**config.mk**
```make
export PLATFORM = sky130hd
export DESIGN_NAME = sats_ctrl
export DESIGN_NICKNAME = d
export VERILOG_FILES = /design/src/sats_pkg.sv /design/src/sats_ctrl.sv
export SDC_FILE = /design/constraint.sdc
export NUM_CORES = 1
export LEC_CHECK = 0
export BUFFER_PORTS_ARGS = -buffer_cell sky130_fd_sc_hd__buf_2
export CORE_ASPECT_RATIO = 2
export CORE_MARGIN = 1
export CORE_UTILIZATION = 35
export CTS_BUF_LIST = sky130_fd_sc_hd__clkbuf_8 sky130_fd_sc_hd__clkbuf_16
export DETAILED_ROUTE_END_ITERATION = 16
export HOLD_SLACK_MARGIN = 0.05
export PLACE_DENSITY = 0.51
export SLEW_MARGIN = 20
export SYNTH_ARGS = -nofsm -noshare
export SYNTH_HDL_FRONTEND = slang
export SYNTH_SLANG_ARGS = --single-unit
```
**constraint.sdc**
```tcl
create_clock -name i_clk -period 8.4 [get_ports i_clk]
set_input_delay 0.84 -clock i_clk [delete_from_list [all_inputs] [get_ports i_clk]]
set_output_delay 0.84 -clock i_clk [all_outputs]
set_load 0.01 [all_outputs]
```
**src/sats_pkg.sv**
```systemverilog
/*
  constants shared by the converter sequencer control: configuration word layout,
  frame geometry, result coding and timing counts.
  assumes a 200 MHz system clock; every pin but the asynchronous reset is sampled by that clock.
*/
package sats_pkg;

  // configuration word, first bit on the serial input is the msb
  localparam int          CFG_W         = 16;
  localparam int          CFG_WRITE     = 15;
  localparam int          CFG_REPEAT    = 14;
  localparam int          CFG_CH0       = 13;
  localparam int          CFG_TSENSE    = 5;
  localparam int          CFG_EXT_REF   = 2;
  localparam int          CFG_AVG       = 1;
  localparam int          CFG_PPD       = 0;
  localparam logic [15:0] CFG_RESET     = 16'h0000;

  // converter geometry
  localparam int          NUM_CH        = 8;
  localparam int          FULL_SCALE    = 4096;
  localparam int          RES_W         = $clog2(FULL_SCALE);
  localparam int          ADDR_W        = 4;
  localparam int          FRAME_BITS    = ADDR_W + RES_W;
  localparam logic [3:0]  TEMP_ADDR     = 4'h8;
  localparam logic [11:0] SAR_START     = 12'h800;
  localparam logic [11:0] TEMP_FLIP     = 12'h800;

  // timing
  localparam int          CLK_MHZ       = 200;
  localparam int          CLK_PERIOD_NS = 5;
  localparam int          MEAS_TIME_US  = 100;
  localparam int          MEAS_CYC      = MEAS_TIME_US * CLK_MHZ;
  localparam int          RST_MIN_NS    = 1;
  localparam int          RST_MIN_CYC   = (RST_MIN_NS + CLK_PERIOD_NS - 1) / CLK_PERIOD_NS;
  localparam int          RST_MAX_NS    = 100;
  localparam int          RST_MAX_CYC   = RST_MAX_NS / CLK_PERIOD_NS;

  typedef enum logic [1:0] {
    ST_IDLE  = 2'b00,
    ST_VCONV = 2'b01,
    ST_TINT  = 2'b10,
    ST_TCONV = 2'b11
  } sats_state_type;

endpackage

```
**src/sats_ctrl.sv**
```systemverilog
/*
  control logic of an eight channel successive approximation converter with a
  die temperature sensor: serial frame engine, channel sequencer, sar stepping,
  temperature integration timing and power-down / reset pin handling.
  assumes the analog comparator, dac and track-and-hold sit outside and that the
  serial pins come from a host in another clock domain.
*/
`timescale 1ns/1ps
module sats_ctrl #(
  parameter int MEAS_CYC = sats_pkg::MEAS_CYC
) (
  input  wire logic        i_clk,
  input  wire logic        i_resetn,
  input  wire logic        i_cs_n,
  input  wire logic        i_sclk,
  input  wire logic        i_din,
  input  wire logic        i_powerdown_reset_pin_n,
  input  wire logic        i_cmp,
  output logic             o_dout,
  output logic             o_dout_oe,
  output logic             o_hold,
  output logic [3:0]       o_mux_sel,
  output logic [11:0]      o_sar_dac,
  output logic             o_temp_busy,
  output logic             o_temp_integrate,
  output logic             o_full_powerdown,
  output logic             o_partial_powerdown,
  output logic             o_ext_ref
);

  localparam int TW = $clog2(MEAS_CYC + 1);

  // two-stage synchronisers for cs, sclk, din, pd pin and comparator
  logic [4:0] meta;
  logic [4:0] sync;
  logic [4:0] pins;
  assign pins = {i_cmp, i_powerdown_reset_pin_n, i_din, i_sclk, i_cs_n};

  genvar g;
  generate
    for (g = 0; g < 5; g++) begin : g_sync
      always_ff @(posedge i_clk or negedge i_resetn) begin
        if (!i_resetn) begin
          meta[g] <= (g == 4) ? 1'b0 : 1'b1;
          sync[g] <= (g == 4) ? 1'b0 : 1'b1;
        end else begin
          meta[g] <= pins[g];
          sync[g] <= meta[g];
        end
      end
    end
  endgenerate

  logic cs_n_s, sclk_s, din_s, pd_n_s, cmp_s;
  assign cs_n_s = sync[0];
  assign sclk_s = sync[1];
  assign din_s  = sync[2];
  assign pd_n_s = sync[3];
  assign cmp_s  = sync[4];

  logic cs_d, sclk_d, pd_d;
  always_ff @(posedge i_clk or negedge i_resetn) begin
    if (!i_resetn) begin
      cs_d   <= 1'b1;
      sclk_d <= 1'b1;
      pd_d   <= 1'b1;
    end else begin
      cs_d   <= cs_n_s;
      sclk_d <= sclk_s;
      pd_d   <= pd_n_s;
    end
  end

  logic cs_fall, cs_rise, sclk_fall, pd_rise;
  assign cs_fall   = cs_d & ~cs_n_s;
  assign cs_rise   = ~cs_d & cs_n_s;
  assign sclk_fall = sclk_d & ~sclk_s & ~cs_n_s;
  assign pd_rise   = ~pd_d & pd_n_s;

  // power-down / reset pin: length of the low level decides
  logic [7:0] pd_cnt;
  logic       soft_rst;
  always_ff @(posedge i_clk or negedge i_resetn) begin
    if (!i_resetn) begin
      pd_cnt           <= 8'h00;
      soft_rst         <= 1'b0;
      o_full_powerdown <= 1'b0;
    end else begin
      soft_rst <= 1'b0;
      if (!pd_n_s) begin
        if (pd_cnt <= 8'(sats_pkg::RST_MAX_CYC))
          pd_cnt <= pd_cnt + 8'h01;
        if (pd_cnt > 8'(sats_pkg::RST_MAX_CYC))
          o_full_powerdown <= 1'b1;
      end else if (pd_rise) begin
        soft_rst         <= (pd_cnt >= 8'(sats_pkg::RST_MIN_CYC)) &&
                            (pd_cnt <= 8'(sats_pkg::RST_MAX_CYC));
        o_full_powerdown <= 1'b0;
        pd_cnt           <= 8'h00;
      end
    end
  end

  logic active;
  assign active = ~o_full_powerdown & ~soft_rst;

  // serial frame: shift result out, configuration in
  logic [4:0]  bit_cnt;
  logic [15:0] shift_out;
  logic [15:0] shift_in;
  logic [15:0] cfg;
  logic [3:0]  pend_addr;
  logic [11:0] pend_data;
  logic        cfg_load;
  assign cfg_load = cs_rise && bit_cnt == 5'(sats_pkg::FRAME_BITS) &&
                    shift_in[sats_pkg::CFG_WRITE] && active;

  always_ff @(posedge i_clk or negedge i_resetn) begin
    if (!i_resetn) begin
      bit_cnt   <= 5'h00;
      shift_out <= 16'h0000;
      shift_in  <= 16'h0000;
      o_dout    <= 1'b0;
      o_dout_oe <= 1'b0;
    end else begin
      o_dout_oe <= ~cs_n_s & ~o_full_powerdown;
      if (cs_fall) begin
        bit_cnt   <= 5'h00;
        o_dout    <= pend_addr[3];
        shift_out <= {pend_addr[2:0], pend_data, 1'b0};
      end else if (sclk_fall && bit_cnt < 5'(sats_pkg::FRAME_BITS)) begin
        bit_cnt   <= bit_cnt + 5'h01;
        shift_in  <= {shift_in[14:0], din_s};
        o_dout    <= shift_out[15];
        shift_out <= {shift_out[14:0], 1'b0};
      end
    end
  end

  always_ff @(posedge i_clk or negedge i_resetn) begin
    if (!i_resetn)
      cfg <= sats_pkg::CFG_RESET;
    else if (soft_rst)
      cfg <= sats_pkg::CFG_RESET;
    else if (cfg_load)
      cfg <= shift_in;
  end

  always_ff @(posedge i_clk or negedge i_resetn) begin
    if (!i_resetn) begin
      o_partial_powerdown <= 1'b0;
      o_ext_ref           <= 1'b0;
    end else begin
      o_partial_powerdown <= cfg[sats_pkg::CFG_PPD] & cs_n_s & ~o_temp_busy &
                             ~o_full_powerdown;
      o_ext_ref           <= cfg[sats_pkg::CFG_EXT_REF];
    end
  end

  // channel mask: channel 0 is the highest of the eight select bits
  logic [7:0] ch_mask;
  generate
    for (g = 0; g < sats_pkg::NUM_CH; g++) begin : g_mask
      assign ch_mask[g] = cfg[sats_pkg::CFG_CH0 - g];
    end
  endgenerate

  function automatic logic [2:0] next_ch(input logic [2:0] cur, input logic [7:0] mask);
    logic [2:0] r;
    logic [2:0] c;
    logic       found;
    r     = 3'h0;
    found = 1'b0;
    for (int k = 1; k <= sats_pkg::NUM_CH; k++) begin
      c = cur + 3'(k);
      if (!found && mask[c]) begin
        r     = c;
        found = 1'b1;
      end
    end
    return r;
  endfunction

  sats_pkg::sats_state_type state;
  logic [2:0]  cur_ch;
  logic [2:0]  nxt_ch;
  logic        temp_done;
  logic        temp_go;
  logic        go;
  logic [3:0]  sar_bit;
  logic [11:0] trial;
  logic        sar_step;
  logic        sar_last;
  logic [TW-1:0] timer;

  assign nxt_ch   = next_ch(cur_ch, ch_mask);
  assign go       = cs_fall & active & (state == sats_pkg::ST_IDLE);
  assign temp_go  = cfg[sats_pkg::CFG_TSENSE] & (nxt_ch <= cur_ch) & ~temp_done;
  assign sar_step = sclk_fall & ~soft_rst &
                    (state == sats_pkg::ST_VCONV || state == sats_pkg::ST_TCONV);
  assign sar_last = sar_bit == 4'h0;
  // keep the trial bit only when the input is at or above the dac level
  assign trial    = cmp_s ? o_sar_dac : (o_sar_dac & ~(12'h001 << sar_bit));

  always_ff @(posedge i_clk or negedge i_resetn) begin
    if (!i_resetn) begin
      state            <= sats_pkg::ST_IDLE;
      cur_ch           <= 3'h7;
      temp_done        <= 1'b0;
      sar_bit          <= 4'h0;
      timer            <= '0;
      o_hold           <= 1'b0;
      o_mux_sel        <= 4'h0;
      o_sar_dac        <= 12'h000;
      o_temp_busy      <= 1'b0;
      o_temp_integrate <= 1'b0;
      pend_addr        <= 4'h0;
      pend_data        <= 12'h000;
    end else if (soft_rst) begin
      state            <= sats_pkg::ST_IDLE;
      cur_ch           <= 3'h7;
      temp_done        <= 1'b0;
      o_hold           <= 1'b0;
      o_temp_busy      <= 1'b0;
      o_temp_integrate <= 1'b0;
    end else begin
      if (cfg_load) begin
        cur_ch    <= 3'h7;
        temp_done <= 1'b0;
      end
      unique case (state)
        sats_pkg::ST_IDLE: begin
          if (go && temp_go) begin
            temp_done        <= 1'b1;
            o_mux_sel        <= sats_pkg::TEMP_ADDR;
            o_temp_busy      <= 1'b1;
            o_temp_integrate <= 1'b1;
            timer            <= '0;
            state            <= sats_pkg::ST_TINT;
          end else if (go) begin
            temp_done <= 1'b0;
            cur_ch    <= nxt_ch;
            o_mux_sel <= {1'b0, nxt_ch};
            o_hold    <= 1'b1;
            o_sar_dac <= sats_pkg::SAR_START;
            sar_bit   <= 4'(sats_pkg::RES_W - 1);
            state     <= sats_pkg::ST_VCONV;
          end
        end
        sats_pkg::ST_TINT: begin
          timer <= timer + TW'(1);
          if (timer == TW'(MEAS_CYC - 1)) begin
            o_temp_integrate <= 1'b0;
            o_hold           <= 1'b1;
            o_sar_dac        <= sats_pkg::SAR_START;
            sar_bit          <= 4'(sats_pkg::RES_W - 1);
            state            <= sats_pkg::ST_TCONV;
          end
        end
        sats_pkg::ST_VCONV, sats_pkg::ST_TCONV: begin
          if (state == sats_pkg::ST_VCONV && cs_rise) begin
            o_hold <= 1'b0;
            state  <= sats_pkg::ST_IDLE;
          end else if (sar_step && !sar_last) begin
            o_sar_dac <= trial | (12'h001 << (sar_bit - 4'h1));
            sar_bit   <= sar_bit - 4'h1;
          end else if (sar_step) begin
            o_sar_dac <= trial;
            pend_addr <= o_mux_sel;
            if (state == sats_pkg::ST_TCONV)
              pend_data <= trial ^ sats_pkg::TEMP_FLIP;
            else
              pend_data <= trial;
            o_hold      <= 1'b0;
            o_temp_busy <= 1'b0;
            state       <= sats_pkg::ST_IDLE;
          end
        end
      endcase
    end
  end
endmodule

```
==> summary.txt <==
CP max FO -> 24
Yosys warns -> 0
Rel. slew slack -> 0.2943
Crit-path slowest cell -> dfstp_2
Via/cell ratio -> 5.361
Synth Register Bits -> 134
CP startpoint kind -> flip-flop
Global-route wire length before repair -> 28940 microns
Core area -> 0.01946 sq mm
Worst-path cell chain -> inv_1 > ha_1 > mux2i_1 > mux4_2 > nand2_2 > or4_4 > a21o_1 > o21ai_2 > ha_1 > nor2b_1 > o21a_1 > o21ai_1 > and2_1 > nor2_1 > or4_1 > o31a_1
FFs w/ async S/R, synth -> 1.000
Iteration-0 DRC Markers -> 289
Clk Latency, worst-skew pair -> 0.42 ns
Simple-Gate Fraction of Synth Area -> 0.1717
Die width -> 101.9 microns
CP peak stage delay -> 0.85 ns
WP data arrival -> 6.33 ns
Flop pwr share -> 0.395
Clock root cell -> clkbuf_16
Crit path kind -> reg -> reg
Worst path most repeated cell -> ha_1
Vias in the first global route -> 5588
HP Class -> reg -> reg
Fin crit period -> 5.979 ns
CTS max path bufs -> 2
Switching Share -> 0.3132
Num rows -> 72
Sequential share of the synthesized area -> 0.4828
Starting Density -> 0.3588
# port buffers -> 30
P&R area growth vs syn -> 14.91%
Reg clk slew, reported paths -> 0.06 ns
Syn_nets -> 711
Total power -> 2099 uW
Count leader, synth -> dfrtp_1
Syn Inst Count -> 685
Hold-fix buffers, CTS -> 0
Final #Nets -> 732
Least-Margin Pin Slew -> 1.050 ns
Outcome -> completed
Filler cell count -> 1930
Final TNS setup -> 0 ns
Pwr/cell area -> 261.6 mW/mm^2
Final wirelength -> 17260 microns
Worst Skew -> 0.008379 ns
Hold WS -> 0.3501 ns
Post-CTS Resized -> 0
Post-synthesis compound-gate area fraction -> 0.1332
Post-synth top cells -> dfrtp_1, nand2_1, o21ai_0
Share of cells above drive strength 1 -> 0.1752
RSZ-0062 raised after global routing -> no
Main synth FF type -> dfrtp_1
Crit share post-route -> 0.7118
Cts bufs inserted -> 17
Sw Pwr -> 657.3 uW
Antenna-violating nets left -> 0
CTS tree -> built
Synth Area in Adders -> 0.03405
CP top delay family -> simple AND/OR/NAND/NOR gates
Mean Syn Cell Area -> 10.19 sq um
Ant diodes -> 0
DR vias -> 5243
Slew Viols, Final -> 0
Fmax -> 167.3 MHz
Die Ht -> 201.7 microns
Post-Synth XOR/XNOR Area -> 0.02993
Clk sinks -> 134
Storage cell area -> 0.003371 sq mm
Largest net degree at the start of global routing -> 72
Combinational Power Share -> 0.217
Placer Congestion -> 0.8612
Total grt overflow -> 0
Area leader, netlist -> dfrtp_1
Share of the synthesized area in the top cell type -> 0.4301
DP Cell Count -> 946
Final setup violation count -> 0
Ranking of synthesized cells by area -> dfrtp_1, nand2_1, dfstp_2, mux4_2, mux2_2
CTS H-tree depth -> 4
Layout Cells excl Fill -> 978
DRC -> 0
Clock Power Share -> 0.389
Final Hold Vio Count -> 0
Post-synth EDFFs -> 0
Distinct cells, synth -> 73
Drt first pass iters -> 6
Post-DR wirelength/cell -> 17.65 microns
MaxCap Viol Count -> 0
I/O pin cnt -> 31
Largest family of logic cells by synthesized area -> simple AND/OR/NAND/NOR gates
GRT Overall Usage -> 0.1832
Placed cell area -> 0.007366 sq mm
Int Pwr -> 1442 uW
Max VDD drop -> 0.0001703 V
Die Footprint -> 0.02055 sq mm
Multi-input logic area -> 0.003398 sq mm
Netlist area before placement -> 0.006982 sq mm
Setup Fix Bufs, Post-CTS -> 0
Lkg Pwr -> 0.003556 uW
Critical Path RT -> 8.75 ns
Final Instance Area -> 0.008023 sq mm
Hpwl dp -> 12030 microns
Initial antenna violation count -> 0
Kind of end point of the critical path -> flip-flop
Mux contribution to synthesized area -> 0.1170
WP buf/inv -> 1
layout make-up:
cell class | count | area share
Clock buffer | 19 | 0.05646
Clock inverter | 13 | 0.02542
Inverter | 23 | 0.01076
Multi-Input combinational cell | 496 | 0.4236
Sequential cell | 134 | 0.4201
Tap cell | 259 | 0.04039
Timing Repair Buffer | 34 | 0.02324
registers in the layout, summed over array words and instances (netlist names), 8 cells and up:
name       count
pend_data     12
o_sar_dac     12
shift_out     15
pd_cnt         8
cfg           11
shift_in      16
timer         15
per-stage QoR:
stage,setup WS (ns),utilization
final,2.421,0.4123
after floorplan,3.952,-
after global routing,1.959,0.4123
after CTS,2.401,0.4123
after detailed placement,2.384,0.3785
after global placement,2.602,0.3785
power groups by stage:
stage / combinational (uW) / clock, uW / sequential, uW
6_report: 455 / 816 / 828
5_1_grt: 505 / 863 / 844
4_1_cts: 453 / 837 / 829
3_5_place_dp: 452 / 0 / 839
3_3_place_gp: 442 / 0 / 835
2_1_floorplan: 398 / 0 / 771
cell families after synthesis:
logic type,Yosys count
mux,60
flops,134
xor+xnor,23
buf+inv,55
fa+ha+maj,19
compound gates,144
simple gates,250
worst paths after layout:
| kind | to | start | cells after the start | slack, ns |
|---|---|---|---|---|
| setup / recovery | cur_ch[1] | cur_ch[0] | 16 | 2.42 |
| hold / removal | cmp_s | meta[4] | 0 | 0.35 |
| setup reg to reg | cur_ch[1] | cur_ch[0] | 16 | 2.42 |
| hold reg to reg | cmp_s | meta[4] | 0 | 0.35 |
| max in group asynchronous | timer[10] | i_resetn | 2 | 6.65 |
| min in group asynchronous | o_sar_dac[5] | i_resetn | 1 | 0.41 |
per-layer routing:
layer | track usage | share of wire
met3 | 0.03439 | 0.031
met1 | 0.2023 | 0.39
met5 | 0 | 0
met4 | 0.09133 | 0.036
met2 | 0.3270 | 0.54
cell usage in the layout (no fill, tap or decap), types with 18 or more instances in the layout:
master | synthesis | final
o21ai_1 | 22 | 22
o21ai_0 | 44 | 44
mux2i_1 | 22 | 22
nand2_1 | 105 | 105
nor2_1 | 41 | 41
buf_2 | 4 | 29
dfrtp_1 | 120 | 120
a21oi_1 | 18 | 18
nand3_1 | 25 | 25
inv_1 | 23 | 24
mux2_2 | 22 | 22
ha_1 | 19 | 19
Power figures use the tool's default switching activity.
